$ cat config.mk
export PLATFORM = sky130hd
export DESIGN_NAME = dramrf_ctrl_flat
export DESIGN_NICKNAME = d
export VERILOG_FILES = /design/src/dramrf_pkg.sv /design/src/dramrf_link_if.sv /design/src/dramrf_ctrl.sv /design/src/flat_wrapper.sv
export SDC_FILE = /design/constraint.sdc
export NUM_CORES = 1
export LEC_CHECK = 0
export BUFFER_PORTS_ARGS = -buffer_cell sky130_fd_sc_hd__buf_2
export CORE_MARGIN = 4
export CORE_UTILIZATION = 60
export DETAILED_ROUTE_END_ITERATION = 8
export PLACE_DENSITY = 0.93
export SLEW_MARGIN = 5
export SYNTH_ARGS = -nofsm -noshare
export SYNTH_HDL_FRONTEND = slang
export SYNTH_SLANG_ARGS = --single-unit
$ cat constraint.sdc
create_clock -name clk_sys_i -period 7.4 [get_ports clk_sys_i]
set_input_delay 0.74 -clock clk_sys_i [delete_from_list [all_inputs] [get_ports clk_sys_i]]
set_output_delay 0.74 -clock clk_sys_i [all_outputs]
set_load 0.005 [all_outputs]
$ cat src/dramrf_pkg.sv
// Shared constants for the refresh / self-refresh link: timing, registers, states.
// Assumes a 40 MHz system clock on both ends; link clock is made by the controller.
package dramrf_pkg;
    // System clock and derived link clock
    localparam int SYS_NS  = 25;
    localparam int CK_HALF = 4;                     // System cycles per half link clock
    localparam int CK_NS   = 2 * CK_HALF * SYS_NS;  // Link clock period, 200 ns

    // Timing figures in ns, converted to link clocks (least: round up, longest: round down)
    localparam int TRFC_NS    = 110;
    localparam int TREFI_NS   = 7800;
    localparam int TXS_NS     = 120;
    localparam int TWR_NS     = 15;
    localparam int TWTR_NS    = 8;
    localparam int TRFC_NCK   = (TRFC_NS + CK_NS - 1) / CK_NS;
    localparam int TREFI_NCK  = TREFI_NS / CK_NS;
    localparam int TXS_NCK    = (TXS_NS + CK_NS - 1) / CK_NS;
    localparam int TWR_NCK    = (TWR_NS + CK_NS - 1) / CK_NS;
    localparam int TWTR_NCK   = (TWTR_NS + CK_NS - 1) / CK_NS;
    localparam int TXSDLL_NCK = 512;
    localparam int VREF_NCK   = 512;
    localparam int TCKESR_NCK = 4;
    localparam int TRP_NCK    = 2;
    localparam int WL_NCK     = 5;
    localparam int ODTL_NCK   = WL_NCK - 2;
    localparam int DEBT_MAX   = 8;

    // Device-side times in system cycles
    localparam int TRFC_CYC   = (TRFC_NS + SYS_NS - 1) / SYS_NS;
    localparam int SRREF_CYC  = TREFI_NS / SYS_NS;

    // Burst length field values
    localparam logic [1:0] BURST_FIXED8 = 2'h0;
    localparam logic [1:0] BURST_OTF    = 2'h1;
    localparam logic [1:0] BURST_CHOP4  = 2'h2;

    // Register offsets and fields
    localparam logic [7:0] REG_CTRL   = 8'h00;
    localparam logic [7:0] REG_WRCMD  = 8'h04;
    localparam logic [7:0] REG_STATUS = 8'h08;
    localparam int CTRL_AUTO  = 0;
    localparam int CTRL_SRREQ = 1;
    localparam int CTRL_VREF  = 2;
    localparam int CTRL_PULL  = 3;
    localparam int ST_DEBT    = 8;
    localparam int ST_SR      = 16;
    localparam int ST_NEEDREF = 17;
    localparam int ST_WRBUSY  = 18;
    localparam int ST_WRPEND  = 19;
    localparam logic [3:0] CTRL_RST = 4'h0;

    // Controller states
    typedef enum logic [7:0] {
        DRAMRF_C_IDLE  = 8'h01,
        DRAMRF_C_REF   = 8'h02,
        DRAMRF_C_WR    = 8'h04,
        DRAMRF_C_ODT   = 8'h08,
        DRAMRF_C_SR    = 8'h10,
        DRAMRF_C_XS    = 8'h20,
        DRAMRF_C_XSDLL = 8'h40
    } dramrf_cst_t;

    // Device states
    typedef enum logic [2:0] {
        DRAMRF_D_IDLE = 3'h1,
        DRAMRF_D_REF  = 3'h2,
        DRAMRF_D_SELF = 3'h4
    } dramrf_dst_t;
endpackage : dramrf_pkg

$ cat src/dramrf_link_if.sv
// Command pins between controller and memory device.
// Assumes both ends see the same wires; no bidirectional pins in this block.
`timescale 1ns/1ps
interface dramrf_link_if;
    logic ck;
    logic cke;
    logic cs_n;
    logic ras_n;
    logic cas_n;
    logic we_n;
    logic odt;
    logic a12;
    logic reset_n;

    modport ctrl (output ck, cke, cs_n, ras_n, cas_n, we_n, odt, a12, reset_n);
    modport dram (input ck, cke, cs_n, ras_n, cas_n, we_n, odt, a12, reset_n);
endinterface : dramrf_link_if

$ cat src/dramrf_ctrl.sv
// Memory controller end: refresh scheduling, self-refresh entry/exit, writes.
// Assumes APB software access on clk_sys_i; makes the link clock by a divider.
//
// Operation
// - Refresh decoded on CS RAS CAS low, WE high
// - All banks idle tRP before refresh
// - Refresh uses internal rows, leaves banks idle
// - Only NOP after refresh until tRFC
// - Postpone at most eight refreshes
// - Pull in at most eight refreshes; more are still issued, only the debt stops at minus eight
// - At most sixteen refreshes per two intervals; not enforced, pull-ins are issued without limit
// - Refresh debt frozen during self-refresh
// - Self-refresh entry decoded with CKE low
// - Entry only when idle, timings met
// - ODT low ODTL plus half before entry
// - Hold CKE low during self-refresh
// - DLL off in self-refresh, reset on exit
// - Self-refresh ignores all but CKE, RESET
// - One internal refresh soon after entry
// - Stay in self-refresh at least tCKESR
// - Writes wait 512 clocks if reference off
// - Exit with CKE high, wait tXS, tXSDLL
// - NOP during tXS, CKE high, ODT off
// - Extra refresh before re-entering self-refresh
// - Burst eight or chop four from field
// - Wait tWR and tWTR after last data
`timescale 1ns/1ps
module dramrf_ctrl
    import dramrf_pkg::*;
(
    input  wire logic        clk_sys_i,
    input  wire logic        resetn_i,
    input  wire logic        psel_i,
    input  wire logic        penable_i,
    input  wire logic        pwrite_i,
    input  wire logic [7:0]  paddr_i,
    input  wire logic [31:0] pwdata_i,
    output logic [31:0]      prdata_o,
    output logic             pready_o,
    output logic             pslverr_o,
    input  wire logic [1:0]  mode_bl_i,
    dramrf_link_if.ctrl      link
);
    logic [2:0]  div_reg;
    logic        ck_reg;
    logic        tick;
    logic [3:0]  ctrl_reg;
    logic        wr_pend_reg;
    logic        wr_a12_reg;
    logic        pull_pend_reg;
    logic [5:0]  refi_reg;
    logic signed [4:0] debt_reg;
    logic        need_ref_reg;
    logic [9:0]  cnt_reg;
    logic [9:0]  vref_reg;
    logic [4:0]  rec_reg;
    dramrf_cst_t st_reg;
    logic        do_ref;
    logic        do_wr;
    logic        do_sr;
    logic        ref_due;
    logic        bl8;
    logic        acc;
    logic        hit;
    logic [31:0] status;

    // Link clock divider; commands change at falling edge
    assign tick = (div_reg == 3'h0) && !ck_reg;   // Same edge as the ck pin falls, so commands never move under a high ck
    always_ff @(posedge clk_sys_i or negedge resetn_i) begin
        if (!resetn_i) begin
            div_reg <= 3'h0;
            ck_reg  <= 1'b0;
        end else if (div_reg == 3'(CK_HALF - 1)) begin
            div_reg <= 3'h0;
            ck_reg  <= ~ck_reg;
        end else begin
            div_reg <= div_reg + 3'h1;
        end
    end

    // APB slave, one wait state
    assign acc = psel_i & penable_i & pready_o;
    assign hit = paddr_i == REG_CTRL || paddr_i == REG_WRCMD || paddr_i == REG_STATUS;
    always_comb begin
        status = 32'h0000_0000;
        status[7:0] = st_reg;
        status[ST_DEBT +: 5] = debt_reg;
        status[ST_SR] = st_reg == DRAMRF_C_SR;
        status[ST_NEEDREF] = need_ref_reg;
        status[ST_WRBUSY] = rec_reg != 5'h00;
        status[ST_WRPEND] = wr_pend_reg;
    end
    always_ff @(posedge clk_sys_i or negedge resetn_i) begin
        if (!resetn_i) begin
            pready_o  <= 1'b0;
            pslverr_o <= 1'b0;
            prdata_o  <= 32'h0000_0000;
        end else begin
            pready_o  <= psel_i & penable_i & ~pready_o;
            pslverr_o <= psel_i & penable_i & ~pready_o & ~hit;
            if (psel_i & penable_i & ~pready_o) begin
                case (paddr_i)
                    REG_CTRL:   prdata_o <= {28'h000_0000, ctrl_reg};
                    REG_STATUS: prdata_o <= status;
                    default:    prdata_o <= 32'h0000_0000;
                endcase
            end
        end
    end

    // Control register and pending requests; a set wins over the clear
    always_ff @(posedge clk_sys_i or negedge resetn_i) begin
        if (!resetn_i) begin
            ctrl_reg      <= CTRL_RST;
            wr_pend_reg   <= 1'b0;
            wr_a12_reg    <= 1'b0;
            pull_pend_reg <= 1'b0;
        end else begin
            if (acc && pwrite_i && paddr_i == REG_CTRL) begin
                ctrl_reg <= {1'b0, pwdata_i[2:0]};
            end
            if (acc && pwrite_i && paddr_i == REG_WRCMD) begin
                wr_pend_reg <= 1'b1;
                wr_a12_reg  <= pwdata_i[0];
            end else if (do_wr) begin
                wr_pend_reg <= 1'b0;
            end
            if (acc && pwrite_i && paddr_i == REG_CTRL && pwdata_i[CTRL_PULL]) begin
                pull_pend_reg <= 1'b1;
            end else if (do_ref) begin
                pull_pend_reg <= 1'b0;
            end
        end
    end

    // Decisions in idle; writes blocked when debt at limit
    assign ref_due = ctrl_reg[CTRL_AUTO] && debt_reg > 5'sd0;
    assign do_ref  = tick && st_reg == DRAMRF_C_IDLE && rec_reg == 5'h00 && cnt_reg == 10'h000
                     && (ref_due || pull_pend_reg || need_ref_reg && ctrl_reg[CTRL_SRREQ]);
    assign do_wr   = tick && st_reg == DRAMRF_C_IDLE && !do_ref && wr_pend_reg
                     && vref_reg == 10'h000 && debt_reg < 5'(DEBT_MAX);
    assign do_sr   = tick && st_reg == DRAMRF_C_IDLE && !do_ref && !do_wr && rec_reg == 5'h00
                     && cnt_reg == 10'h000 && ctrl_reg[CTRL_SRREQ] && !need_ref_reg;
    assign bl8     = mode_bl_i == BURST_FIXED8 || (mode_bl_i == BURST_OTF && wr_a12_reg);

    // Signed refresh debt, frozen in self-refresh
    always_ff @(posedge clk_sys_i or negedge resetn_i) begin
        if (!resetn_i) begin
            refi_reg <= 6'h00;
            debt_reg <= 5'sd0;
        end else if (tick) begin
            if (st_reg == DRAMRF_C_SR) begin
                refi_reg <= refi_reg;
            end else if (refi_reg == 6'(TREFI_NCK - 1)) begin
                refi_reg <= 6'h00;
                if (!do_ref && debt_reg < 5'(DEBT_MAX)) begin
                    debt_reg <= debt_reg + 5'sd1;
                end
            end else begin
                refi_reg <= refi_reg + 6'h01;
                if (do_ref && debt_reg > -5'(DEBT_MAX)) begin
                    debt_reg <= debt_reg - 5'sd1;                  // Pull-in floor
                end
            end
        end
    end

    // Extra refresh needed after a self-refresh exit
    always_ff @(posedge clk_sys_i or negedge resetn_i) begin
        if (!resetn_i) begin
            need_ref_reg <= 1'b0;
        end else if (tick && st_reg == DRAMRF_C_SR && !ctrl_reg[CTRL_SRREQ] && cnt_reg == 10'h000) begin
            need_ref_reg <= 1'b1;
        end else if (do_ref) begin
            need_ref_reg <= 1'b0;
        end
    end

    // Write recovery and write-to-read spacing after last data
    always_ff @(posedge clk_sys_i or negedge resetn_i) begin
        if (!resetn_i) begin
            rec_reg <= 5'h00;
        end else if (do_wr) begin
            rec_reg <= 5'(WL_NCK + (bl8 ? 4 : 2) + (TWR_NCK > TWTR_NCK ? TWR_NCK : TWTR_NCK));
        end else if (tick && rec_reg != 5'h00) begin
            rec_reg <= rec_reg - 5'h01;
        end
    end

    // Reference settle window after exit when VREF was off
    always_ff @(posedge clk_sys_i or negedge resetn_i) begin
        if (!resetn_i) begin
            vref_reg <= 10'h000;
        end else if (tick && st_reg == DRAMRF_C_SR && !ctrl_reg[CTRL_SRREQ] && cnt_reg == 10'h000) begin
            vref_reg <= ctrl_reg[CTRL_VREF] ? 10'(VREF_NCK) : 10'h000;
        end else if (tick && vref_reg != 10'h000) begin
            vref_reg <= vref_reg - 10'h001;
        end
    end

    // Sequencer and command pins
    always_ff @(posedge clk_sys_i or negedge resetn_i) begin
        if (!resetn_i) begin
            st_reg  <= DRAMRF_C_IDLE;
            cnt_reg <= 10'(TRP_NCK);
            link.cke   <= 1'b0;
            link.cs_n  <= 1'b1;
            link.ras_n <= 1'b1;
            link.cas_n <= 1'b1;
            link.we_n  <= 1'b1;
            link.odt   <= 1'b0;
            link.a12   <= 1'b0;
        end else if (tick) begin
            {link.cs_n, link.ras_n, link.cas_n, link.we_n} <= 4'hf;   // NOP/deselect by default
            link.cke <= 1'b1;
            link.odt <= 1'b0;
            if (cnt_reg != 10'h000) begin
                cnt_reg <= cnt_reg - 10'h001;
            end
            case (st_reg)
                DRAMRF_C_IDLE: begin
                    if (do_ref) begin
                        {link.cs_n, link.ras_n, link.cas_n, link.we_n} <= 4'h1;
                        st_reg  <= DRAMRF_C_REF;
                        cnt_reg <= 10'(TRFC_NCK);
                    end else if (do_wr) begin
                        {link.cs_n, link.ras_n, link.cas_n, link.we_n} <= 4'h4;
                        link.a12 <= wr_a12_reg;
                        st_reg   <= DRAMRF_C_WR;
                    end else if (do_sr) begin
                        st_reg  <= DRAMRF_C_ODT;                   // ODT already low here
                        cnt_reg <= 10'(ODTL_NCK + 1);
                    end
                end
                DRAMRF_C_REF: begin
                    if (cnt_reg <= 10'h001) begin
                        st_reg  <= DRAMRF_C_IDLE;
                        cnt_reg <= 10'h000;
                    end
                end
                DRAMRF_C_WR: begin
                    st_reg <= DRAMRF_C_IDLE;
                end
                DRAMRF_C_ODT: begin
                    if (cnt_reg <= 10'h001) begin
                        {link.cs_n, link.ras_n, link.cas_n, link.we_n} <= 4'h1;
                        link.cke <= 1'b0;                          // Self-refresh entry
                        st_reg   <= DRAMRF_C_SR;
                        cnt_reg  <= 10'(TCKESR_NCK);
                    end
                end
                DRAMRF_C_SR: begin
                    link.cke <= 1'b0;
                    if (!ctrl_reg[CTRL_SRREQ] && cnt_reg == 10'h000) begin
                        link.cke <= 1'b1;                          // Exit with NOP
                        st_reg   <= DRAMRF_C_XS;
                        cnt_reg  <= 10'(TXS_NCK);
                    end
                end
                DRAMRF_C_XS: begin
                    if (cnt_reg <= 10'h001) begin                  // Only NOP during tXS
                        st_reg  <= DRAMRF_C_XSDLL;
                        cnt_reg <= 10'(TXSDLL_NCK - TXS_NCK);
                    end
                end
                DRAMRF_C_XSDLL: begin
                    if (cnt_reg <= 10'h001) begin                  // CKE high, ODT off throughout
                        st_reg  <= DRAMRF_C_IDLE;
                        cnt_reg <= 10'h000;
                    end
                end
                default: begin
                    st_reg <= DRAMRF_C_IDLE;
                end
            endcase
        end
    end

    // Link clock and device reset pins
    always_ff @(posedge clk_sys_i or negedge resetn_i) begin
        if (!resetn_i) begin
            link.ck      <= 1'b0;
            link.reset_n <= 1'b0;
        end else begin
            link.ck      <= ck_reg;
            link.reset_n <= 1'b1;
        end
    end
endmodule : dramrf_ctrl

$ cat src/flat_wrapper.sv
// flat-port wrapper written by rule: the top's interface ports become plain ports
module dramrf_ctrl_flat import dramrf_pkg::*;
  (clk_sys_i, resetn_i, psel_i, penable_i, pwrite_i, paddr_i, pwdata_i, prdata_o, pready_o, pslverr_o, mode_bl_i, link_ck, link_cke, link_cs_n, link_ras_n, link_cas_n, link_we_n, link_odt, link_a12, link_reset_n);
  dramrf_link_if link_i ();
  input  wire logic clk_sys_i;
  input  wire logic resetn_i;
  input  wire logic psel_i;
  input  wire logic penable_i;
  input  wire logic pwrite_i;
  input  wire logic [7:0] paddr_i;
  input  wire logic [31:0] pwdata_i;
  output logic [31:0] prdata_o;
  output logic pready_o;
  output logic pslverr_o;
  input  wire logic [1:0] mode_bl_i;
  output wire logic [$bits(link_i.ck)-1:0] link_ck;
  output wire logic [$bits(link_i.cke)-1:0] link_cke;
  output wire logic [$bits(link_i.cs_n)-1:0] link_cs_n;
  output wire logic [$bits(link_i.ras_n)-1:0] link_ras_n;
  output wire logic [$bits(link_i.cas_n)-1:0] link_cas_n;
  output wire logic [$bits(link_i.we_n)-1:0] link_we_n;
  output wire logic [$bits(link_i.odt)-1:0] link_odt;
  output wire logic [$bits(link_i.a12)-1:0] link_a12;
  output wire logic [$bits(link_i.reset_n)-1:0] link_reset_n;
  assign link_ck = link_i.ck;
  assign link_cke = link_i.cke;
  assign link_cs_n = link_i.cs_n;
  assign link_ras_n = link_i.ras_n;
  assign link_cas_n = link_i.cas_n;
  assign link_we_n = link_i.we_n;
  assign link_odt = link_i.odt;
  assign link_a12 = link_i.a12;
  assign link_reset_n = link_i.reset_n;
  dramrf_ctrl u_core (.clk_sys_i(clk_sys_i), .resetn_i(resetn_i), .psel_i(psel_i), .penable_i(penable_i), .pwrite_i(pwrite_i), .paddr_i(paddr_i), .pwdata_i(pwdata_i), .prdata_o(prdata_o), .pready_o(pready_o), .pslverr_o(pslverr_o), .mode_bl_i(mode_bl_i), .link(link_i));
endmodule
Word level (Yosys, flattened, before mapping)

Index checks and enable logic that the tools add are counted.

$add $sub $neg: 9
Equal/unequal tests: 17
Reduce and logical (&&, ||, !) cells: 59
Mux-type cells: 44
Order comparisons: 4
Bitwise logic cells: 9

Operator list:

| operator                                                                | number |
|---|---|
| 10-bit 2-to-1 mux                                                       | 11 |
| 8-bit 2-to-1 mux                                                        | 7 |
| 10-bit case mux with 5 select lines                                     | 1 |
| 20-bit case mux with 2 select lines                                     | 1 |
| 8-bit case mux with 5 select lines                                      | 1 |
| 1-bit logical AND                                                       | 29 |
| 5-bit 2-to-1 mux                                                        | 5 |
| 10-bit zero test                                                        | 2 |
| 10-bit nonzero test                                                     | 2 |
| 10-bit by 1-bit subtractor with 10-bit output (second input constant)   | 2 |
| 8-bit by 4-bit == test with 1-bit output (second input constant)        | 2 |
| 1-bit 2-to-1 mux                                                        | 12 |
| 2-bit nonzero test                                                      | 6 |
| 5-bit by 2-bit adder with 5-bit output (second input constant)          | 2 |
| 10-bit by 1-bit <= comparator with 1-bit output (second input constant) | 1 |
| 8-bit by 1-bit == test with 1-bit output (second input constant)        | 1 |
| 8-bit by 2-bit == test with 1-bit output (second input constant)        | 1 |
| 8-bit by 3-bit == test with 1-bit output (second input constant)        | 1 |
| 8-bit by 5-bit == test with 1-bit output (second input constant)        | 1 |
| 8-bit by 6-bit == test with 1-bit output (second input constant)        | 1 |
| 8-bit by 7-bit == test with 1-bit output (second input constant)        | 1 |
| 8-bit zero test                                                         | 1 |
| 4-bit AND reduction                                                     | 2 |
| 6-bit by 1-bit adder with 6-bit output (second input constant)          | 1 |
| other kinds (27)                                                        | 48 |

Output and inout bits: 43
Input port bits: 47
Register bits: 96
Word-level logic and storage cells: 165

Longest topological paths before layout

Gate-level depths: netlist of run 1.

Depth in word-level cells: 21
Gate-level depth with buffers: 10
Mapped depth without buffers: 10

Worst setup path before layout of run 1

OpenSTA, ideal clock, no wires.

Kind: reg2reg
Start: reg u_core.vref_reg[0]
End: reg u_core.st_reg[6]
Data required time: 7.275 ns
Period minus slack after synthesis: 2.616 ns
Data arrival time: 2.491 ns
Library setup time: 0.125 ns
Stages on the path, launching flop included: 8
Setup slack: 4.784 ns
Path buffers: 0
Cell sequence: dfrtp_1 inv_1 ha_1 or4b_4 nand2b_4 or3_4 a2111oi_4 mux2_4

Longest elaborated chain between the ends: 11
Elaborated cells between the ends (all ways): 14
Those cells by class: eq/ne (1); mux (3); reduce/logical (10)

Ends and longest elaborated chain:

| what                                               | RTL line           | source |
|---|---|---|
| from (decl)                                        | dramrf_ctrl.sv:55  | `logic [9:0] vref_reg;` |
| from (signal assigned)                             | dramrf_ctrl.sv:195 | `vref_reg <= ctrl_reg[CTRL_VREF] ? 10'(VREF_NCK) : 10'h000;` |
| from (signal assigned)                             | dramrf_ctrl.sv:197 | `vref_reg <= vref_reg - 10'h001;` |
| 10-bit zero test (*)                               | dramrf_ctrl.sv:141 | `&& vref_reg == 10'h000 && debt_reg < 5'(DEBT_MAX);` |
| 1-bit logical AND (*) (2 in series)                | dramrf_ctrl.sv:141 |  |
| 1-bit zero test                                    | dramrf_ctrl.sv:142 | `assign do_sr = tick && st_reg == DRAMRF_C_IDLE && !do_ref && !do_wr && rec_reg == 5'h00` |
| 1-bit logical AND (2 in series)                    | dramrf_ctrl.sv:142 |  |
| 1-bit logical AND (3 in series)                    | dramrf_ctrl.sv:143 | `&& cnt_reg == 10'h000 && ctrl_reg[CTRL_SRREQ] && !need_ref_reg;` |
| 4-bit by 1-bit != test with 1-bit output (no line) | -                  |  |
| 6-bit AND reduction (no line)                      | -                  |  |
| to (signal assigned)                               | dramrf_ctrl.sv:204 | `st_reg <= DRAMRF_C_IDLE;` |
| to (signal assigned)                               | dramrf_ctrl.sv:224 | `st_reg <= DRAMRF_C_REF;` |
| to (signal assigned)                               | dramrf_ctrl.sv:229 | `st_reg <= DRAMRF_C_WR;` |
| to (decl)                                          | dramrf_ctrl.sv:57  | `dramrf_cst_t st_reg;` |

Mark *: on every way between the ends. The rest lies on a longest branch, timed or not.
A chain may end at the register's enable or synchronous reset.

Final worst setup path of run 1

Start: reg u_core.div_reg[0]
End: reg u_core.debt_reg[3]

Longest elaborated chain between the ends: 10
Elaborated cells between the ends (all ways): 12
Those cells by class: eq/ne (1); reduce/logical (11)

Ends and longest elaborated chain:

| what                              | RTL line           | source |
|---|---|---|
| from (decl)                       | dramrf_ctrl.sv:44  | `logic [2:0] div_reg;` |
| from (signal assigned)            | dramrf_ctrl.sv:77  | `div_reg <= div_reg + 3'h1;` |
| 3-bit zero test (*)               | dramrf_ctrl.sv:68  | `assign tick = (div_reg == 3'h0) && !ck_reg;` |
| 1-bit logical AND (*)             | dramrf_ctrl.sv:68  |  |
| 1-bit logical AND (3 in series)   | dramrf_ctrl.sv:138 | `assign do_ref = tick && st_reg == DRAMRF_C_IDLE && rec_reg == 5'h00 && cnt_reg == 10'h000` |
| 1-bit logical AND                 | dramrf_ctrl.sv:139 | `&& (ref_due \|\| pull_pend_reg \|\| need_ref_reg && ctrl_reg[CTRL_SRREQ]);` |
| 1-bit zero test                   | dramrf_ctrl.sv:156 | `if (!do_ref && debt_reg < 5'(DEBT_MAX)) begin` |
| 1-bit logical AND                 | dramrf_ctrl.sv:156 |  |
| 2-bit != test (no line)           | -                  |  |
| 4-bit AND reduction (no line) (*) | -                  |  |
| to (signal assigned)              | dramrf_ctrl.sv:157 | `debt_reg <= debt_reg + 5'sd1;` |
| to (signal assigned)              | dramrf_ctrl.sv:162 | `debt_reg <= debt_reg - 5'sd1;` |
| to (decl)                         | dramrf_ctrl.sv:52  | `logic signed [4:0] debt_reg;` |

Marked as above.

==> qor.yml, run 1 <==
run_status:
  status: "complete, no violations"
global_routing:
  grt.total_usage: 0.250
  grt_overflow: 0
  grt_antenna_before_repair: 0
  grt_pass1_vias: 3699
  grt_max_degree: 80
  grt_pass1_wl_um: 17500
timing:
  setup_viol: 0
  fin_crit_sh: 0.426
  hold_slack_ns: 0.465
  worst_pin_slew_ns: 1.23
  skew_ns: 0.0122
  drv_slew: 0
  tns_ns: 0
  fmax_mhz: 317
  grt_setup_unrepaired: "false"
  worst_slack_ns: 4.25
  hold_viol_final: 0
  maxSlewHeadroom: 0.170
  fin_crit_ns: 3.15
synth:
  async_flop_share: 1.00
  ys_warn_count: 0
  yosys.cell_count.top_type: "dfrtp_1"
  synth_cell_type_count: 70
  ys.flop_type: "dfrtp_1"
  syn_area_per_cell_um2: 9.74
  syn_area_um2: 4430
  synth_top_area_frac: 0.418
  synthTopCellsByArea: "dfrtp_1 42%, o21ai_0 4.1%, ha_1 3.7%"
  yosys-top-cells-count: "74 x dfrtp_1, 39 x nand2_1, 37 x nor2_1, 36 x o21ai_0, 27 x a21oi_1"
  synth_edf_count: 0
  synth_top_area_cell: "dfrtp_1"
  synth_cells: 455
  ys_seq_area_frac: 0.447
  synth.ff_latch_count: 79
clocking:
  path_clk_slew_ns: 0.08
  clockBufferDepth: 2
  holdBufCountCts: 0
  clock-sinks: 79
  cts_buffers: 9
  ctsResizeCount: 0
  clock_latency_ns: 0.36
  cts_setup_buffers: 0
  cts-root-buf: "clkbuf_8"
  htreeDepth: 3
  cts_tree: "yes"
flow_run:
  max-cap-violations: 0
route:
  wirelength_um: 10200
  drtAntennaViolNets: 0
  first_pass_iters: 7
  drt_iter0_markers: 360
  wl_per_cell_um: 17.0
  vias_per_cell: 6.20
  via_count: 3726
  drc: 0
floorplanning:
  ioPinCount: 90
  core_um2: 7210
  die_y_um: 94.0
  rows: 31
  die_area_um2: 8830
  start_util: 0.614
  die_x_um: 94.0
setup_path:
  required_ns: 7.65
  worst_setup_path_start_kind: "flip-flop"
  worst-setup-path-type: "reg -> reg"
  arrival_ns: 3.40
  crit_path_max_fanout: 19
  endpoint_kind: "flip-flop"
  rr_worst_depth: 8
placement:
  routabilityCongestion: 0.900
  dpl_cell_area_um2: 4670
  dp_slack_ns: 4.37
  place_inst: 585
  dp_hpwl_um: 7270
  port_buffers: 44
power:
  peakVddDrop_uv: 185
  leakagePower_nw: 2.29
  power.share.clock: 0.319
  intPower_mw: 0.772
  power.share.sequential: 0.449
  comb_power_share: 0.231
  power_mw: 1.14
  switching_share: 0.325
  switchingPower_mw: 0.372
  powerDensity_nw_per_um2: 233
final_layout:
  synthToLayoutAreaGrowth_pct: 10.5
  drive_gt1_frac: 0.191
  nFillCells: 545
  insertedDiodeCount: 0
  final_util: 0.679
  layout.nets: 558
  largest_reg_flops: 16
  fin_cells: 601
  finish.instance_area_um2: 4900
min_path:
  min_path_type: "reg -> reg"
  whs_path_depth: 1
## cells by family (layout without fill, tap and decap cells)
family	count (synthesis)	count (layout)	share of synthesized area
AND/OR/NAND/NOR	164	164	0.212
XOR/XNOR	14	14	0.0277
AO/OA/AOI/OAI	115	115	0.169
other	2	18	0.00169
multiplexers	16	16	0.0418
flip-flops	79	79	0.447
buffers and inverters	51	82	0.0593
adder cells (fa/ha/maj)	14	14	0.0412
## layout make-up
type | count | area [um2] | area share
flip-flops and latches | 79 | 1980 | 0.405
repair buffers | 46 | 238 | 0.0485
clock inverters | 6 | 90.1 | 0.0184
well taps | 99 | 124 | 0.0253
multi-input cells | 341 | 2250 | 0.460
inverters | 20 | 75.1 | 0.0153
clock buffers | 10 | 138 | 0.0281
## critical path, cell delays in order (launching register included)
cell and delay, ns:
dfrtp_1 0.40, inv_1 0.06, ha_1 0.16, or3b_2 0.68, nor2_1 0.33, nand4_1 0.37, a211oi_1 0.54, o21ai_2 0.18
mux2_2 0.30
## cells in the final DEF (no fill, tap or decap), types with 4 or more instances in the layout
cell and n:
conb_1 18, nand2_1 39, nor4_1 13, a21oi_1 27, nand4_1 7, a31oi_1 7, inv_1 20, ha_1 13
o21ai_0 36, nor3b_1 4, or4_1 6, a21o_1 4, a22o_1 13, dfrtp_1 74, mux2i_1 5, nand3_1 5
nor3_1 10, xor2_1 5, o211ai_1 4, dfstp_2 5, mux2_2 8, buf_2 43, or3_1 6, clkbuf_8 10
nor2_1 37, xnor2_1 9, nand2b_1 7
## path summary, 6_finish.rpt
check / slack [ns] / start / endpoint
worst max-delay path: 4.25 / u_core.div_reg[0] / u_core.debt_reg[3]
worst min-delay path: 0.46 / u_core.div_reg[0] / u_core.div_reg[0]
worst max register to register: 4.25 / u_core.div_reg[0] / u_core.debt_reg[3]
worst min register to register: 0.46 / u_core.div_reg[0] / u_core.div_reg[0]
max in group asynchronous: 6.25 / resetn_i / u_core.cnt_reg[2]
min in group asynchronous: 0.53 / resetn_i / u_core.link.reset_n
## per-layer routing
layer | track usage | vias up | part of all wire
met4 | 0.0770 | 0 | 0.022
met5 | 0 | - | 0
li1 | - | 1709 | -
met3 | 0.0561 | 24 | 0.050
met1 | 0.318 | 1860 | 0.41
met2 | 0.425 | 133 | 0.52
## power groups by stage
stage | logic, mW | clock network, mW | registers (mW)
3_3_place_gp | 0.247 | 0 | 0.517
4_1_cts | 0.263 | 0.369 | 0.513
2_1_floorplan | 0.208 | 0 | 0.503
6_report | 0.265 | 0.365 | 0.514
3_5_place_dp | 0.260 | 0 | 0.521
5_1_grt | 0.297 | 0.393 | 0.519
Power figures use the tool's default switching activity.
==> inputs of run 2 (changes only) <==
Settings changed: ABC_AREA from default to 1, CORE_UTILIZATION 60 to 51, PLACE_DENSITY 0.93 to 0.84.
Clock period 7.4 ns to 2.64 ns, I/O delays scaled along.
==> run 2 against run 1 <==
Power grew to 2.6 times the previous value. Via count grew 9.0%. Utilization shrank 9.2 points. First-iteration DRC count shrank 26%. Count of clock-buffer cells in the layout is the same. Die area grew 24%. Largest cell class unchanged. Highest routed layer unchanged.
==> qor.yml, run 2 <==
setup_path:
  worst_setup_path_start_kind: "flip-flop"
  r2r-end: "u_core.st_reg[1]"
  arrival_ns: 2.34  # -1.06 ns
  rr_worst_depth: 11  # +3
  critPathCapture: "u_core.st_reg[1]"
  startpoint: "u_core.cnt_reg[1]"
  crit_path_max_fanout: 7  # -12
  rr_startpoint: "u_core.cnt_reg[1]"
  required_ns: 2.89  # -4.76 ns
  reg2reg_setup_slack_ns: 0.54  # -3.71 ns
  endpoint_kind: "flip-flop"
  worst-setup-path-type: "reg -> reg"
clocking:
  cts_setup_buffers: 0  # unchanged
  cts_buffers: 9  # unchanged
  path_clk_slew_ns: 0.09  # about the same
  cts-root-buf: "clkbuf_8"
  ctsResizeCount: 0  # unchanged
  clock-sinks: 79  # unchanged
  clockBufferDepth: 2  # unchanged
  holdBufCountCts: 0  # unchanged
  cts_tree: "yes"
  htreeDepth: 3  # unchanged
  clock_latency_ns: 0.36  # about the same
route:
  wirelength_um: 10500  # +3.0%
  wl_per_cell_um: 13.8  # -19%
  drt_iter0_markers: 268  # -26%
  vias_per_cell: 5.32  # -14%
  drc: 0  # unchanged
  first_pass_iters: 5  # -2
  drtAntennaViolNets: 0  # unchanged
  via_count: 4062  # +9.0%
synth:
  yosys.cell_count.top_type: "nand2_1"
  syn_area_per_cell_um2: 7.90  # -19%
  synth_top_area_cell: "dfrtp_1"
  async_flop_share: 1.00  # unchanged
  yosys-top-cells-count: "123 x nand2_1, 74 x dfrtp_1, 70 x inv_1, 52 x nor2_1, 50 x o21ai_0"
  syn_area_um2: 4750  # +7.1%
  synth_edf_count: 0  # unchanged
  synth_top_area_frac: 0.390  # -0.0277
  ys_seq_area_frac: 0.418  # -0.0297
  synth_cell_type_count: 48  # -31%
  synthTopCellsByArea: "dfrtp_1 39%, nand2_1 9.7%, inv_1 5.5%"
  ys_warn_count: 0  # unchanged
  synth.ff_latch_count: 79  # unchanged
  synth_cells: 601  # +32%
  ys.flop_type: "dfrtp_1"
timing:
  grt_setup_unrepaired: "false"
  worst_pin_slew_ns: 0.985  # -0.248 ns
  fin_crit_sh: 0.795  # +0.369
  tns_ns: 0  # unchanged
  skew_ns: 0.0116  # -0.000618 ns
  drv_slew: 0  # unchanged
  fin_crit_ns: 2.10  # -1.05 ns
  setup_viol: 0  # unchanged
  hold_viol_final: 0  # unchanged
  fmax_mhz: 476  # +50%
  maxSlewHeadroom: 0.344  # +0.173
floorplanning:
  rows: 34  # +9.7%
  start_util: 0.534  # -0.0804
  die_x_um: 104  # +11%
  ioPinCount: 90  # unchanged
  core_um2: 8890  # +23%
  die_y_um: 104  # +11%
  die_area_um2: 10900  # +24%
final_layout:
  synthToLayoutAreaGrowth_pct: 9.91
  ff_latch_area_um2: 1980  # unchanged
  final_common_cell: "nand2_1"
  layout_common_cells: "123 x nand2_1, 74 x dfrtp_1, 70 x inv_1"
  nFillCells: 763  # +40%
  largest_reg_flops: 16  # unchanged
  multi_input_area_um2: 2350  # +4.3%
  layout.nets: 711  # +27%
  insertedDiodeCount: 0  # unchanged
  drive_gt1_frac: 0.195  # +0.00418
global_routing:
  grt_pass1_wl_um: 18600  # +6.0%
  grt_pass1_vias: 4005  # +8.3%
  grt.total_usage: 0.205  # -0.0450
  grt_overflow: 0  # unchanged
  grt_antenna_before_repair: 0  # unchanged
  grt_max_degree: 80  # unchanged
min_path:
  min_path_type: "in -> async"
placement:
  port_buffers: 44  # unchanged
  dp_hpwl_um: 7930  # +9.0%
  routabilityCongestion: 0.869  # -3.5%
power:
  powerDensity_nw_per_um2: 565  # +140%
  power_mw: 2.95  # +160%
  leakagePower_nw: 2.75  # +20%
  peakVddDrop_uv: 294  # +58%
run_status:
  status: "complete, no violations"
flow_run:
  max-cap-violations: 0  # unchanged
==> run 2: per-layer routing <==
metal / vias to the layer above / wire length, um / GRT usage
li1: 2004 / - / -
met1: 1938 / 4770 / 0.269
met2: 96 / 5150 / 0.342
met3: 24 / 372 / 0.0273
met4: 0 / 248 / 0.0826
met5: - / 0 / 0
==> run 2: worst max-delay path, stage by stage (launching register included) <==
cell and delay, ns:
dfstp_2 0.54, inv_1 0.08, ha_1 0.22, or2_2 0.33, nand4_2 0.16, nand2_1 0.15, nand2_2 0.14, nor2_4 0.06
nand2_4 0.11, nand2_4 0.08, nand2_1 0.07, nand2_1 0.04
==> run 2: area by class of cell <==
| class | instances | share of cell area |
|---|---|---|
| inverters | 82 | 0.0595 |
| clock buffers | 10 | 0.0245 |
| well taps | 108 | 0.0259 |
| clock inverters | 6 | 0.0132 |
| flip-flops and latches | 79 | 0.380 |
| multi-input cells | 431 | 0.450 |
| repair buffers | 47 | 0.0470 |
==> run 2: cells by family (layout without fill, tap and decap cells) <==
| family | after synthesis | count (layout) | share of synthesized area |
|---|---|---|---|
| AND/OR/NAND/NOR | 289 | 289 | 0.300 |
| buffers and inverters | 107 | 145 | 0.100 |
| AO/OA/AOI/OAI | 92 | 92 | 0.109 |
| flip-flops | 79 | 79 | 0.418 |
| XOR/XNOR | 18 | 18 | 0.0332 |
| adder cells (fa/ha/maj) | 14 | 14 | 0.0385 |
| other | 2 | 18 | 0.00158 |
==> run 2: per-stage QoR <==
stage	hold WS, ns	setup slack, ns	cell area, um2	utilization	std cells
global route	0.129	0.375	5220	0.587	763
detailed placement	0.399	0.577	5020	0.565	747
finish	0.0438	0.541	5220	0.587	763
floorplan	-0.0316	0.758	4810	-	617
global placement	0.387	0.596	5020	0.565	747
CTS	0.0990	0.550	5220	0.587	763
==> run 2: how the worst min path moves through the flow <==
stage | endpoint | slack (ns) | cells past startpoint
4_1_cts | u_core.wr_a12_reg | 0.1 | 1
3_3_place_gp | u_core.link.ck | 0.39 | 0
2_1_floorplan | u_core.ck_reg | -0.03 | 0
6_report | u_core.wr_a12_reg | 0.04 | 1
5_1_grt | u_core.wr_a12_reg | 0.13 | 1
3_5_place_dp | u_core.link.ck | 0.40 | 0
==> run 2: where the power goes <==
part	internal [mW]	switching, mW
Combinational	0.235	0.450
Clock	0.446	0.463
Sequential	1.28	0.0742
